File: src/inc/rsp_pkg.sv
package rsp_pkg;
   // Clock
   localparam int CLK_PERIOD_NS = 40;

   // Register byte offsets
   localparam logic [3:0] MCU_CONTROL_OFS     = 4'h0;
   localparam logic [3:0] POWER_REDUCTION_OFS = 4'h4;
   localparam logic [3:0] SYS_STATUS_OFS      = 4'h8;

   // Control register fields
   localparam int SLEEP_ENABLE_BIT = 5;
   localparam int SLEEP_SEL_HI     = 4;
   localparam int SLEEP_SEL_LO     = 3;
   localparam int MCU_RSVD_BIT     = 2;
   localparam logic [7:0] MCU_CONTROL_RST = 8'h00;
   localparam logic [7:0] MCU_RSVD_MASK   = 8'h04;

   // Power-reduction fields
   localparam int GATE_TIMER16   = 3;
   localparam int GATE_TIMER8    = 2;
   localparam int GATE_SERIAL_IF = 1;
   localparam int GATE_ADC       = 0;
   localparam logic [7:0] POWER_REDUCTION_RST = 8'h00;
   localparam logic [7:0] PRR_RSVD_MASK       = 8'hf0;

   // Sleep-mode select codes
   localparam logic [1:0] SM_IDLE  = 2'h0;
   localparam logic [1:0] SM_ADCNR = 2'h1;
   localparam logic [1:0] SM_PDOWN = 2'h2;
   localparam logic [1:0] SM_STDBY = 2'h3;

   typedef enum logic [5:0] {
      RSP_ACTIVE = 6'h01,
      RSP_IDLE   = 6'h02,
      RSP_ADCNR  = 6'h04,
      RSP_PDOWN  = 6'h08,
      RSP_STDBY  = 6'h10,
      RSP_WAKE   = 6'h20
   } rsp_state_t;

   // Fuse codes
   localparam logic [2:0] BOD_FUSE_OFF = 3'h7;
   localparam logic [3:0] CLOCK_SELECT_FUSES_EXTCLK = 4'h0;

   // Times and cycle counts (least times, rounded up)
   localparam int STBY_WAKE_CYC  = 6;
   localparam int BOD_MIN_NS     = 2000;
   localparam int BOD_MIN_CYC    = (BOD_MIN_NS + CLK_PERIOD_NS - 1)
                                   / CLK_PERIOD_NS;
   localparam int TOUT_SHORT_NS  = 240;
   localparam int TOUT_SHORT_CYC = (TOUT_SHORT_NS + CLK_PERIOD_NS - 1)
                                   / CLK_PERIOD_NS;
   localparam int TOUT_MID_US    = 4000;
   localparam int TOUT_MID_CYC   = (TOUT_MID_US * 1000 + CLK_PERIOD_NS - 1)
                                   / CLK_PERIOD_NS;
   localparam int TOUT_LONG_US   = 64000;
   localparam int TOUT_LONG_CYC  = (TOUT_LONG_US * 1000 + CLK_PERIOD_NS - 1)
                                   / CLK_PERIOD_NS;
   localparam int TOUT_W         = 21;
endpackage : rsp_pkg

File: src/verilog/rsp_sync.sv
`timescale 1ns/1ps
module rsp_sync #(
   parameter int         W       = 1,
   parameter logic [0:0] RST_VAL = 1'b0
) (
   input  wire logic         clk_in,
   input  wire logic         arst_n_in,
   input  wire logic [W-1:0] data_in,
   output logic      [W-1:0] data_out
);
   logic [W-1:0] stage1_ff;
   logic [W-1:0] stage2_ff;

   // Two-flop synchroniser, first stage feeds only the second
   always_ff @(posedge clk_in or negedge arst_n_in) begin
      if (!arst_n_in) begin
         stage1_ff <= {W{RST_VAL}};
         stage2_ff <= {W{RST_VAL}};
      end else begin
         stage1_ff <= data_in;
         stage2_ff <= stage1_ff;
      end
   end

   assign data_out = stage2_ff;
endmodule : rsp_sync

File: src/verilog/rsp_delay_cnt.sv
`timescale 1ns/1ps
module rsp_delay_cnt #(
   parameter int W = 21
) (
   input  wire logic         clk_in,
   input  wire logic         arst_n_in,
   input  wire logic         hold_in,
   input  wire logic [W-1:0] load_val_in,
   output logic              done_out
);
   logic [W-1:0] cnt_ff;
   logic         done_ff;
   logic [W-1:0] nxt_cnt;
   logic         nxt_done;

   // Restart while any source holds, finish after load_val cycles
   assign nxt_cnt  = hold_in ? '0 :
                     (done_ff ? cnt_ff : cnt_ff + W'(1));
   assign nxt_done = !hold_in && (done_ff || (cnt_ff + W'(1) >= load_val_in));

   always_ff @(posedge clk_in or negedge arst_n_in) begin
      if (!arst_n_in) begin
         cnt_ff  <= '0;
         done_ff <= 1'b0;
      end else begin
         cnt_ff  <= nxt_cnt;
         done_ff <= nxt_done;
      end
   end

   assign done_out = done_ff;
endmodule : rsp_delay_cnt

File: src/verilog/rsp_top.sv
`timescale 1ns/1ps
module rsp_top
   import rsp_pkg::*;
#(
   parameter int TOUT_MID  = rsp_pkg::TOUT_MID_CYC,
   parameter int TOUT_LONG = rsp_pkg::TOUT_LONG_CYC
) (
   input  wire logic        clk_in,
   input  wire logic        resetn_in,
   input  wire logic [3:0]  avs_address_in,
   input  wire logic        avs_read_in,
   input  wire logic        avs_write_in,
   input  wire logic [31:0] avs_writedata_in,
   output logic      [31:0] avs_readdata_out,
   output logic             avs_waitrequest_out,
   input  wire logic        poweron_low_in,
   input  wire logic        reset_pin_n_in,
   input  wire logic        reset_pin_enable_in,
   input  wire logic        wdog_expire_in,
   input  wire logic        wdog_enable_in,
   input  wire logic        brownout_low_in,
   input  wire logic [2:0]  brownout_level_fuses_in,
   input  wire logic [1:0]  startup_time_fuses_in,
   input  wire logic [3:0]  clock_select_fuses_in,
   input  wire logic        comparator_bandgap_select_in,
   input  wire logic        adc_enable_in,
   input  wire logic        sleep_instr_in,
   input  wire logic        wake_event_in,
   output logic             sys_reset_out,
   output logic             reset_vector_start_out,
   output logic             clk_cpu_en_out,
   output logic             clk_io_en_out,
   output logic             clk_adc_en_out,
   output logic             osc_en_out,
   output logic [3:0]       periph_clk_en_out,
   output logic [3:0]       periph_access_en_out,
   output logic             adc_shutdown_out,
   output logic             acmp_mux_en_out,
   output logic             bandgap_en_out
);
   import rsp_pkg::*;

   logic [7:0]        mcu_control_ff;
   logic [7:0]        power_reduction_ff;
   rsp_state_t        state_ff;
   rsp_state_t        nxt_state;
   logic [2:0]        wake_cnt_ff;
   logic              wait_ff;
   logic [31:0]       rdata_ff;
   logic              int_rst_ff;
   logic              start_ff;
   logic              wd_prev_ff;
   logic              wd_pulse_ff;
   logic [7:0]        bod_cnt_ff;
   logic              bod_rst_ff;
   logic              bandgap_ff;
   logic              cpu_en_ff;
   logic              io_en_ff;
   logic              adc_en_ff;
   logic              osc_ff;
   logic [3:0]        pclk_ff;
   logic [3:0]        pacc_ff;
   logic              adc_off_ff;
   logic              mux_ok_ff;

   function automatic logic [TOUT_W-1:0] tout_sel(input logic [1:0] startup_time_fuses,
                                                  input logic [3:0] clock_select_fuses);
      tout_sel = TOUT_W'(TOUT_LONG);
      if (clock_select_fuses == CLOCK_SELECT_FUSES_EXTCLK || startup_time_fuses == 2'h0) begin
         tout_sel = TOUT_W'(TOUT_SHORT_CYC);
      end else if (startup_time_fuses == 2'h1) begin
         tout_sel = TOUT_W'(TOUT_MID);
      end
   endfunction : tout_sel

   // Clockless reset sources
   wire raw_rst_n = resetn_in && !poweron_low_in &&
                    !(reset_pin_enable_in && !reset_pin_n_in);

   wire rel_s;
   wire bod_low_s;
   wire wd_s;
   wire cnt_done;
   rsp_sync #(.W(1), .RST_VAL(1'b0)) u_rel_sync (
      .clk_in   (clk_in),
      .arst_n_in(raw_rst_n),
      .data_in  (1'b1),
      .data_out (rel_s)
   );
   rsp_sync #(.W(2), .RST_VAL(1'b0)) u_in_sync (
      .clk_in   (clk_in),
      .arst_n_in(resetn_in),
      .data_in  ({brownout_low_in, wdog_expire_in}),
      .data_out ({bod_low_s, wd_s})
   );

   wire bod_enabled = (brownout_level_fuses_in != BOD_FUSE_OFF);
   wire bod_hit     = bod_enabled && bod_low_s &&
                      (bod_cnt_ff >= 8'(BOD_MIN_CYC - 1));
   wire src_hold    = !rel_s || bod_rst_ff || wd_pulse_ff;

   rsp_delay_cnt #(.W(TOUT_W)) u_delay (
      .clk_in     (clk_in),
      .arst_n_in  (raw_rst_n),
      .hold_in    (src_hold),
      .load_val_in(tout_sel(startup_time_fuses_in, clock_select_fuses_in)),
      .done_out   (cnt_done)
   );

   // Brown-out filter and watchdog pulse
   always_ff @(posedge clk_in or negedge resetn_in) begin
      if (!resetn_in) begin
         bod_cnt_ff  <= 8'h00;
         bod_rst_ff  <= 1'b0;
         wd_prev_ff  <= 1'b0;
         wd_pulse_ff <= 1'b0;
      end else begin
         bod_cnt_ff  <= (bod_enabled && bod_low_s && !bod_hit) ?
                        bod_cnt_ff + 8'h01 :
                        (bod_low_s ? bod_cnt_ff : 8'h00);
         bod_rst_ff  <= bod_hit;
         wd_prev_ff  <= wd_s;
         wd_pulse_ff <= wd_s && !wd_prev_ff && wdog_enable_in;
      end
   end

   // Stretched internal reset
   always_ff @(posedge clk_in or negedge raw_rst_n) begin
      if (!raw_rst_n) begin
         int_rst_ff <= 1'b1;
         start_ff   <= 1'b0;
      end else begin
         int_rst_ff <= !cnt_done || src_hold;
         start_ff   <= int_rst_ff && cnt_done && !src_hold;
      end
   end

   // Bus decode
   wire req       = avs_read_in || avs_write_in;
   wire acc       = req && !wait_ff;
   wire hit_mcu   = (avs_address_in == MCU_CONTROL_OFS);
   wire hit_prr   = (avs_address_in == POWER_REDUCTION_OFS);
   wire hit_stat  = (avs_address_in == SYS_STATUS_OFS);
   wire wr_mcu    = acc && avs_write_in && hit_mcu;
   wire wr_prr    = acc && avs_write_in && hit_prr;
   wire [31:0] rd_mcu  = {24'h0, mcu_control_ff & ~MCU_RSVD_MASK};
   wire [31:0] rd_prr  = {24'h0, power_reduction_ff & ~PRR_RSVD_MASK};
   wire [31:0] rd_stat = {24'h0, bod_enabled, bandgap_ff, state_ff};
   wire [31:0] rd_mux  = hit_mcu ? rd_mcu :
                         hit_prr ? rd_prr :
                         hit_stat ? rd_stat : 32'h0;

   always_ff @(posedge clk_in or negedge raw_rst_n) begin
      if (!raw_rst_n) begin
         wait_ff  <= 1'b1;
         rdata_ff <= 32'h0;
      end else begin
         wait_ff  <= !(req && wait_ff && !int_rst_ff);
         rdata_ff <= (req && wait_ff) ? rd_mux : rdata_ff;
      end
   end

   // Software registers
   always_ff @(posedge clk_in or negedge raw_rst_n) begin
      if (!raw_rst_n) begin
         mcu_control_ff     <= MCU_CONTROL_RST;
         power_reduction_ff <= POWER_REDUCTION_RST;
      end else if (int_rst_ff) begin
         mcu_control_ff     <= MCU_CONTROL_RST;
         power_reduction_ff <= POWER_REDUCTION_RST;
      end else begin
         if (wr_mcu) begin
            mcu_control_ff <= avs_writedata_in[7:0] & ~MCU_RSVD_MASK;
         end
         if (wr_prr) begin
            power_reduction_ff <= avs_writedata_in[7:0] & ~PRR_RSVD_MASK;
         end
      end
   end

   // Sleep sequencing
   wire       sleep_en = mcu_control_ff[SLEEP_ENABLE_BIT];
   wire [1:0] sm_sel   = {mcu_control_ff[SLEEP_SEL_HI],
                          mcu_control_ff[SLEEP_SEL_LO]};
   wire       go_sleep = sleep_instr_in && sleep_en;

   always_comb begin
      nxt_state = state_ff;
      case (state_ff)
         RSP_ACTIVE: begin
            if (go_sleep) begin
               case (sm_sel)
                  SM_IDLE:  nxt_state = RSP_IDLE;
                  SM_ADCNR: nxt_state = RSP_ADCNR;
                  SM_PDOWN: nxt_state = RSP_PDOWN;
                  default:  nxt_state = RSP_STDBY;
               endcase
            end
         end
         RSP_IDLE, RSP_ADCNR, RSP_PDOWN: begin
            if (wake_event_in) begin
               nxt_state = RSP_ACTIVE;
            end
         end
         RSP_STDBY: begin
            if (wake_event_in) begin
               nxt_state = RSP_WAKE;
            end
         end
         RSP_WAKE: begin
            if (wake_cnt_ff == 3'(STBY_WAKE_CYC - 1)) begin
               nxt_state = RSP_ACTIVE;
            end
         end
         default: nxt_state = RSP_ACTIVE;
      endcase
   end

   wire nxt_cpu = (nxt_state == RSP_ACTIVE);
   wire nxt_io  = nxt_cpu || (nxt_state == RSP_IDLE);
   wire nxt_adc = nxt_io || (nxt_state == RSP_ADCNR);
   wire nxt_osc = !(nxt_state == RSP_PDOWN);
   wire [3:0] nxt_pclk = {nxt_io, nxt_io, nxt_io, nxt_adc} &
                         ~power_reduction_ff[3:0];
   wire nxt_bg  = bod_enabled || comparator_bandgap_select_in ||
                  adc_enable_in;

   // Reference follows its requesters through pin and power-on resets
   always_ff @(posedge clk_in or negedge resetn_in) begin
      if (!resetn_in) begin
         bandgap_ff <= 1'b0;
      end else begin
         bandgap_ff <= nxt_bg;
      end
   end

   always_ff @(posedge clk_in or negedge raw_rst_n) begin
      if (!raw_rst_n) begin
         state_ff    <= RSP_ACTIVE;
         wake_cnt_ff <= 3'h0;
         cpu_en_ff   <= 1'b0;
         io_en_ff    <= 1'b0;
         adc_en_ff   <= 1'b0;
         osc_ff      <= 1'b1;
         pclk_ff     <= 4'h0;
         pacc_ff     <= 4'h0;
         adc_off_ff  <= 1'b0;
         mux_ok_ff   <= 1'b1;
      end else begin
         state_ff    <= int_rst_ff ? RSP_ACTIVE : nxt_state;
         wake_cnt_ff <= (state_ff == RSP_WAKE) ? wake_cnt_ff + 3'h1 : 3'h0;
         cpu_en_ff   <= nxt_cpu && !int_rst_ff;
         io_en_ff    <= nxt_io && !int_rst_ff;
         adc_en_ff   <= nxt_adc && !int_rst_ff;
         osc_ff      <= nxt_osc;
         pclk_ff     <= int_rst_ff ? 4'h0 : nxt_pclk;
         pacc_ff     <= ~power_reduction_ff[3:0];
         adc_off_ff  <= power_reduction_ff[GATE_ADC];
         mux_ok_ff   <= !power_reduction_ff[GATE_ADC];
      end
   end

   assign avs_readdata_out       = rdata_ff;
   assign avs_waitrequest_out    = wait_ff;
   assign sys_reset_out          = int_rst_ff;
   assign reset_vector_start_out = start_ff;
   assign clk_cpu_en_out         = cpu_en_ff;
   assign clk_io_en_out          = io_en_ff;
   assign clk_adc_en_out         = adc_en_ff;
   assign osc_en_out             = osc_ff;
   assign periph_clk_en_out      = pclk_ff;
   assign periph_access_en_out   = pacc_ff;
   assign adc_shutdown_out       = adc_off_ff;
   assign acmp_mux_en_out        = mux_ok_ff;
   assign bandgap_en_out         = bandgap_ff;

   AST_SLEEP_DECODE: assert property (@(posedge clk_in)
      disable iff (!resetn_in || int_rst_ff)
      (state_ff == RSP_ACTIVE && go_sleep && sm_sel == SM_PDOWN)
      |=> (state_ff == RSP_PDOWN) ##1 !osc_ff)
      else $error("power-down not entered");
   AST_SE_GATE: assert property (@(posedge clk_in)
      disable iff (!resetn_in || int_rst_ff)
      (state_ff == RSP_ACTIVE && !sleep_en) |=> state_ff == RSP_ACTIVE)
      else $error("sleep without enable");
   AST_MCU_RSVD: assert property (@(posedge clk_in)
      disable iff (!resetn_in)
      (!wait_ff && avs_read_in && hit_mcu) |-> !rdata_ff[MCU_RSVD_BIT])
      else $error("reserved control bit read one");
   AST_PRR_RSVD: assert property (@(posedge clk_in)
      disable iff (!resetn_in)
      (!wait_ff && avs_read_in && hit_prr) |-> rdata_ff[7:4] == 4'h0)
      else $error("reserved gate bits read nonzero");
   AST_T16_GATE: assert property (@(posedge clk_in)
      disable iff (!resetn_in)
      power_reduction_ff[GATE_TIMER16] |=> !pclk_ff[GATE_TIMER16])
      else $error("timer16 clock not stopped");
   AST_WDOG_PULSE: assert property (@(posedge clk_in)
      disable iff (!resetn_in)
      $rose(wd_pulse_ff) |=> !wd_pulse_ff ##1 int_rst_ff)
      else $error("watchdog pulse not one cycle");
   AST_BOD_FILTER: assert property (@(posedge clk_in)
      disable iff (!resetn_in)
      $rose(bod_rst_ff) |-> $past(bod_low_s, 2))
      else $error("brown-out acted on short dip");
   AST_BANDGAP: assert property (@(posedge clk_in)
      disable iff (!resetn_in)
      ##1 (bandgap_ff == $past(nxt_bg)))
      else $error("bandgap enable wrong");
   AST_STBY_WAKE: assert property (@(posedge clk_in)
      disable iff (!resetn_in || int_rst_ff)
      (state_ff == RSP_STDBY && wake_event_in) |=> ##6 state_ff == RSP_ACTIVE)
      else $error("standby wake not six cycles");
   AST_HOLD: assert property (@(posedge clk_in)
      disable iff (!resetn_in)
      src_hold |=> int_rst_ff [*2])
      else $error("reset released while source active");
endmodule : rsp_top

File: config.mk
export PLATFORM = sky130hd
export DESIGN_NAME = rsp_top
export DESIGN_NICKNAME = d
export VERILOG_FILES = /design/src/inc/rsp_pkg.sv /design/src/verilog/rsp_sync.sv /design/src/verilog/rsp_delay_cnt.sv /design/src/verilog/rsp_top.sv
export SDC_FILE = /design/constraint.sdc
export NUM_CORES = 1
export LEC_CHECK = 0
export BUFFER_PORTS_ARGS = -buffer_cell sky130_fd_sc_hd__clkbuf_2
export CORE_MARGIN = 3
export CORE_UTILIZATION = 54
export DETAILED_ROUTE_END_ITERATION = 10
export PLACE_DENSITY = 0.91
export SYNTH_ARGS = -nofsm -noshare
export SYNTH_HDL_FRONTEND = slang
export SYNTH_SLANG_ARGS = --single-unit
File: constraint.sdc
create_clock -name clk_in -period 9 [get_ports clk_in]
set_input_delay 0.9 -clock clk_in [delete_from_list [all_inputs] [get_ports clk_in]]
set_output_delay 0.9 -clock clk_in [all_outputs]
set_load 0.02 [all_outputs]
==> metrics.txt, run 1 <==
unique cell type count in the Yosys netlist=58; Area contributors post-synth=dfrtp_1 45%, ha_1 5.3%, nor2_1 4.8%; post-CTS setup buffer count=0; yosys warns=0; fin. max-slew vios=0; post-synthesis register bit count=85; number of global-route vias before repair=3336; Crit. End Element=flip-flop; Reg2Reg Launch Point=u_delay.cnt_ff[0]$_DFFE_PN0P_; die height=97.3 µm; buffers added on ports=60; antenna violations before repair=0; Setup Viol. Count Final=0; RSZ-0062 raised after global routing=false; cts bufs inserted=9; post-synthesis adder-cell area fraction=5.29%; Sink Count=85; Hold Fails Final Rpt=0; clk_lat worst skew=350 ps; vias per cell=around 5.6; fin worst setup slack=roughly 5800 ps; min-delay src=u_in_sync.stage1_ff[0]$_DFF_PN0_; crit-path cells=ha_1 > nand4_1 > nor2_1 > nand2_1 > nor3_1 > xor2_1 > ha_1 > a2111oi_0 > nand2_1 > o21ai_0 > o21ai_1; global-route met3 utilization=3.52%; Clock transition at path regs=90 ps; Routability Congestion=0.911; multiplexer share of the synthesized area=between 3 and 4%; Post-Syn Area=4500 µm²; Final min period=3240 ps; io pins=109; R2R Setup Slk=5760 ps; crit start category=flip-flop; Mapped Avg Cell Area=10.0 µm²; # rows=32; worst-margin pin slew=around 900 ps; clock buffer depth=2; worst hold path type=reg -> reg; Synth Area in Compound Gates=8.32%; hold slack final=360 ps; Layout Nets=about 600; number of diodes=0; Critical Path Slowest Stage Cell=dfrtp_1; worst relative slew slack=39.2%; VDD IR-drop max=between 0.00008 and 0.00009 V; Initial DRC Count=approximately 220; wire per inst=between 10 and 15 µm; GR peak layer=met2; setup TNS=0 ps; post-cts resize count=0; dpl cells=596; Synth Area in Simple Gates=21.1%; DRT Pass-1 Iters=4; top cells by count, synth=80 x dfrtp_1, 58 x nor2_1, 30 x nand2_1, 25 x buf_4, 23 x xnor2_1; footprint of the multi-input gates=2170 µm²; # DRC=0; ys async rst share=100%; CTS root buffer=clkbuf_8; most frequent cell after synthesis=dfrtp_1; status=finished, final reports clean; dominant synthesized flop cell=dfrtp_1; first-pass GRT wire length=15500 µm; vias=about 3.4k; Fin Clk Skew=~8.3 ps; CP Class=reg -> reg; Worst Hold Path EP=u_in_sync.data_out[0]$_DFF_PN0_; GRT Residual Overflow=0; GRT Total Usage=19.6%; area leader, netlist=dfrtp_1; max_cap viols=0; power per cell area=roughly 140 nW/µm²; CTS hold repair buffers=0; DP Worst Slack=5660 ps; Synth-to-Final Area Change=10.7%; routed wire length=9140 µm; XOR/XNOR share of the synthesized area=7.40%; register area=2130 µm²; starting density of the core=57.0%; share of the yosys chip area belonging to registers=47.4%; GR met2 Demand/Resource=between 30% and 40%; Leak Pwr=2.42 nW; largest family of logic cells by synthesized area=simple AND/OR/NAND/NOR gates; post-route insts no fill=612; Worst Reg-to-Reg Cells=11; share of layout cells above drive strength 1=between 10% and 20%; core box area=7890 µm²; filler cell count=619; Post-synth EDFFs=0; CP Buf/Inv Count=0; Detailed Place HPWL=6550 µm; final core occ=63.1%; hold path depth=0; crit-path max FO=6; Crit Reg-Reg Endpoint=u_delay.done_out$_DFF_PN0_; Crit path largest cell delay=between 400 and 500 ps; TritonCTS clock tree=built; Data arrival, critical path=3470 ps; Antenna Nets Post-Route=0; grt met1 use=25.2%; Die Wd=97.3 µm; Post-Syn Instances=448; fmax=0.309 GHz; die area=9460 µm²; pin count of the biggest net entering global routing=70; CP delay by family, top=simple AND/OR/NAND/NOR gates; top-area cell type share of the netlist area=between 40% and 50%; Worst EP required=9230 ps; htree depth=3; Tcrit/Tclk final=36.0%
-- flip-flops by register name, summed over array words and instances (netlist names), 2 cells and up --
register / flops
avs_readdata_out: 8
wake_cnt_ff: 3
mcu_control_ff: 7
u_in_sync.data_out: 2
u_delay.cnt_ff: 21
periph_access_en_out: 4
u_in_sync.stage1_ff: 2
power_reduction_ff: 4
bod_cnt_ff: 8
periph_clk_en_out: 4
state_ff: 6
-- worst max path at each step --
stage	start	endpoint	slack (ps)	depth (start not counted)
finish	u_delay.cnt_ff[0]$_DFFE_PN0P_	u_delay.done_out$_DFF_PN0_	5760	11
global route	u_delay.cnt_ff[0]$_DFFE_PN0P_	u_delay.done_out$_DFF_PN0_	5520	11
CTS	u_delay.cnt_ff[0]$_DFFE_PN0P_	u_delay.done_out$_DFF_PN0_	5840	11
detailed placement	clock_select_fuses_in[1]	u_delay.done_out$_DFF_PN0_	5660	10
global placement	clock_select_fuses_in[1]	u_delay.done_out$_DFF_PN0_	5740	10
floorplan	reset_pin_enable_in	adc_shutdown_out$_DFF_PN0_	940	2
-- layer usage --
metal / up-vias / routed length, µm
li1: 1614 / -
met1: 1662 / 3890
met2: 113 / 4620
met3: 15 / 489
met4: 0 / 136
met5: - / 0
-- layout make-up --
type / instances / share of cell area [%]
clock buffer: 10 / 2.76
clock inverter: 6 / 1.08
inverter: 12 / 0.905
multi-input combinational: 335 / 43.5
sequential: 85 / 42.9
tap: 102 / 2.56
timing repair buffer: 62 / 6.33
-- placed cells by master, fill, tap and decap left out, drive strengths merged, types with 3 or more instances in the layout --
cell type and n:
a22o 5, mux2i 16, ha 19, conb 25, and2 10, and4 3, nor2b 10, or2 3
a22oi 5, nand4 8, nand4b 3, nor4 7, or4 4, nand3b 3, nand2 31, nand3 10
a21oi 7, xnor2 23, nor2 58, inv 15, and3 4, o21ai 19, clkbuf 70, o21a 3
dfrtp 80, nor3 13, xor2 15, clkinvlp 3, or3 6, dfstp 5, o211ai 3
-- power by group --
group	internal [mW]	switching, mW	total (mW)
registers	0.386	0.00505	0.391
clock network	0.113	0.146	0.259
logic	0.0187	0.0358	0.0545
-- cell families after synthesis --
logic type	after synthesis
buffers and inverters	51
DFF	85
muxes	17
adders and majority gates	19
other	2
and+or+nand+nor	179
AOI/OAI and AO/OA	57
xor gates and xnor gates	38
-- through the flow --
stage          area, µm²  power [mW]
2_1_floorplan       4580       0.443
3_3_place_gp        4790       0.451
3_5_place_dp        4790       0.454
4_1_cts             4980       0.709
5_1_grt             4980       0.734
6_report            4980       0.705
Note: power is estimated with default switching activity, not from simulation.
==> run 2: changes to the inputs <==
--- a/config.mk
+++ b/config.mk
@@ -7,9 +7,9 @@
 export LEC_CHECK = 0
 export BUFFER_PORTS_ARGS = -buffer_cell sky130_fd_sc_hd__clkbuf_2
 export CORE_MARGIN = 3
-export CORE_UTILIZATION = 54
+export CORE_UTILIZATION = 49
 export DETAILED_ROUTE_END_ITERATION = 10
-export PLACE_DENSITY = 0.91
+export PLACE_DENSITY = 0.88
 export SYNTH_ARGS = -nofsm -noshare
 export SYNTH_HDL_FRONTEND = slang
 export SYNTH_SLANG_ARGS = --single-unit
==> constraint.sdc (replaced) <==
create_clock -name clk_in -period 2.6 [get_ports clk_in]
set_input_delay 0.26 -clock clk_in [delete_from_list [all_inputs] [get_ports clk_in]]
set_output_delay 0.26 -clock clk_in [all_outputs]
set_load 0.02 [all_outputs]
==> run 2 against run 1 <==
  * Non-clock buffer count grew 26
  * Register-to-register slack lost 5800 ps
  * Routed wire length grew 4.0%
  * Clock skew shrank 1.4 ps
  * Sequential share of layout area shrank 2.4 points
  * Final area grew 5.9%
==> metrics.txt, run 2 (same netlist as run 1, synthesis figures left out) <==
status=finished, final reports clean; R2R Setup Slk=4 ps (-5760 ps); Synth-to-Final Area Change=17.2%; GRT Total Usage=19.4% (-0.17 points); vias per cell=5.43 (-2.4%); setup TNS=0 ps (unchanged); Worst Reg-to-Reg Cells=12 (+1); core box area=8810 µm² (+12%); dpl cells=622 (+4.4%); hold path depth=1 (+1); max_cap viols=0 (unchanged); Hold Fails Final Rpt=0 (unchanged); min-delay src=brownout_low_in; Detailed Place HPWL=6740 µm (+2.8%); hold slack final=20.2 ps (-339 ps); Antenna Nets Post-Route=0 (unchanged); number of diodes=0 (unchanged); GRT Residual Overflow=0 (unchanged); share of layout cells above drive strength 1=24.1% (+5.4 points); worst relative slew slack=39.5% (+0.29 points); largest reg by FF count=u_delay.cnt_ff; CTS root buffer=clkbuf_8; number of global-route vias before repair=3420 (+2.5%); Tcrit/Tclk final=99.9% (+64 points); Setup Viol. Count Final=0 (unchanged); fin. max-slew vios=0 (unchanged); wire per inst=14.8 µm (-1.2%); Sink Count=85 (unchanged); TritonCTS clock tree=built; Leak Pwr=2.59 nW (+6.9%); power per cell area=479 nW/µm² (+240%); Reg2Reg Launch Point=u_delay.cnt_ff[1]$_DFFE_PN0P_; crit start category=flip-flop; Routability Congestion=0.872 (-4.2%); Layout Nets=609 (+4.5%); most common cell after layout, fill and taps aside=dfrtp_1; RSZ-0062 raised after global routing=true; Clock transition at path regs=80 ps (about the same); cts bufs inserted=9 (unchanged); vias=3497 (+2.7%); starting density of the core=51.1% (-5.9 points); Crit. End Element=flip-flop; CP Class=reg -> reg; # DRC=0 (unchanged); clk_lat worst skew=350 ps (about the same); io pins=109 (unchanged); Worst EP required=2830 ps (-6400 ps); Worst Hold Path EP=u_in_sync.stage1_ff[1]$_DFF_PN0_; antenna violations before repair=0 (unchanged); Final min period=2600 ps (-642 ps); buffers added on ports=60 (unchanged); Fin Clk Skew=6.91 ps (-1.41 ps); worst hold path type=in -> reg; number of flip-flops in the largest register=21 (unchanged); die height=102 µm (+4.7%); post-route insts no fill=644 (+5.2%); routed wire length=9500 µm (+4.0%); fmax=0.385 GHz (+25%); clock buffer depth=2 (unchanged); most frequent cells in the layout=80 x dfrtp_1, 60 x clkbuf_2, 56 x nor2_1; DRT Pass-1 Iters=4 (unchanged); Data arrival, critical path=2830 ps (-640 ps); htree depth=3 (unchanged); Crit Reg-Reg Endpoint=u_delay.done_out$_DFF_PN0_; Die Wd=102 µm (+4.7%); die area=10400 µm² (+9.6%); worst-margin pin slew=907 ps (+4.03 ps); overall power=2.53 mW (+260%); # rows=34 (+6.3%); first-pass GRT wire length=16000 µm (+3.3%); pin count of the biggest net entering global routing=70 (unchanged); crit-path max FO=4 (-2); VDD IR-drop max=0.000261 V (+190%); Initial DRC Count=179 (-17%)
[run 2: worst max-delay path, cell delays in order (launching register included)]
cell      delay (ps)
dfrtp_1          370
ha_2             180
nand4_1          210
nor2_2           210
buf_4            130
nand4_1          120
xnor2_2          170
ha_1             310
a21o_1           170
a21oi_2          130
o311ai_1         100
a31oi_1          270
o21ai_1          100
[run 2: worst max path at each step]
stage,startpoint,end,slack [ps],cells after the start
2_1_floorplan,reset_pin_enable_in,adc_shutdown_out$_DFF_PN0_,-100,2
3_3_place_gp,clock_select_fuses_in[1],u_delay.done_out$_DFF_PN0_,-10,10
3_5_place_dp,clock_select_fuses_in[1],u_delay.done_out$_DFF_PN0_,-70,10
4_1_cts,u_delay.cnt_ff[0]$_DFFE_PN0P_,u_delay.done_out$_DFF_PN0_,10,12
5_1_grt,u_delay.cnt_ff[1]$_DFFE_PN0P_,u_delay.done_out$_DFF_PN0_,-130,12
6_report,u_delay.cnt_ff[1]$_DFFE_PN0P_,u_delay.done_out$_DFF_PN0_,4,12
[run 2: repair_timing]
action | in CTS | in global routing
setup endpoints to repair | 1 | 1
resized for setup | 7 | 6
setup buffers | 2 | 2
pin swaps | 3 | 10
endpoints found under the hold margin | 17 | 0
hold buffers | 2 | 0
[run 2: stage by stage]
step | util (%) | cell area (µm²) | worst slack, ps
floorplan | - | 4600 | -103
global placement | 56.5 | 4970 | -11.0
detailed placement | 56.5 | 4970 | -66.4
CTS | 59.4 | 5230 | 12.1
global route | 59.8 | 5270 | -130
finish | 59.8 | 5270 | 3.76
[run 2: final cells by class]
cell class	instances	area, µm²
clock buffers	10	138
clock inverters	6	68.8
fillers	692	3540
inverters	12	45.0
multi-input cells	335	2220
flip-flops and latches	85	2130
well taps	108	135
repair buffers	88	528
[run 2: routing by layer]
layer | up-vias | wire [µm] | GRT usage, %
met3 | 21 | 461 | 4.48
li1 | 1672 | - | -
met4 | 0 | 192 | 6.75
met1 | 1691 | 3910 | 24.0
met2 | 113 | 4940 | 33.4
met5 | - | 0 | 0
[run 2: where the power goes]
group	switching (mW)	total, mW	internal, mW
combinational	0.134	0.217	0.0828
sequential	0.0128	1.35	1.34
clock	0.482	0.959	0.477
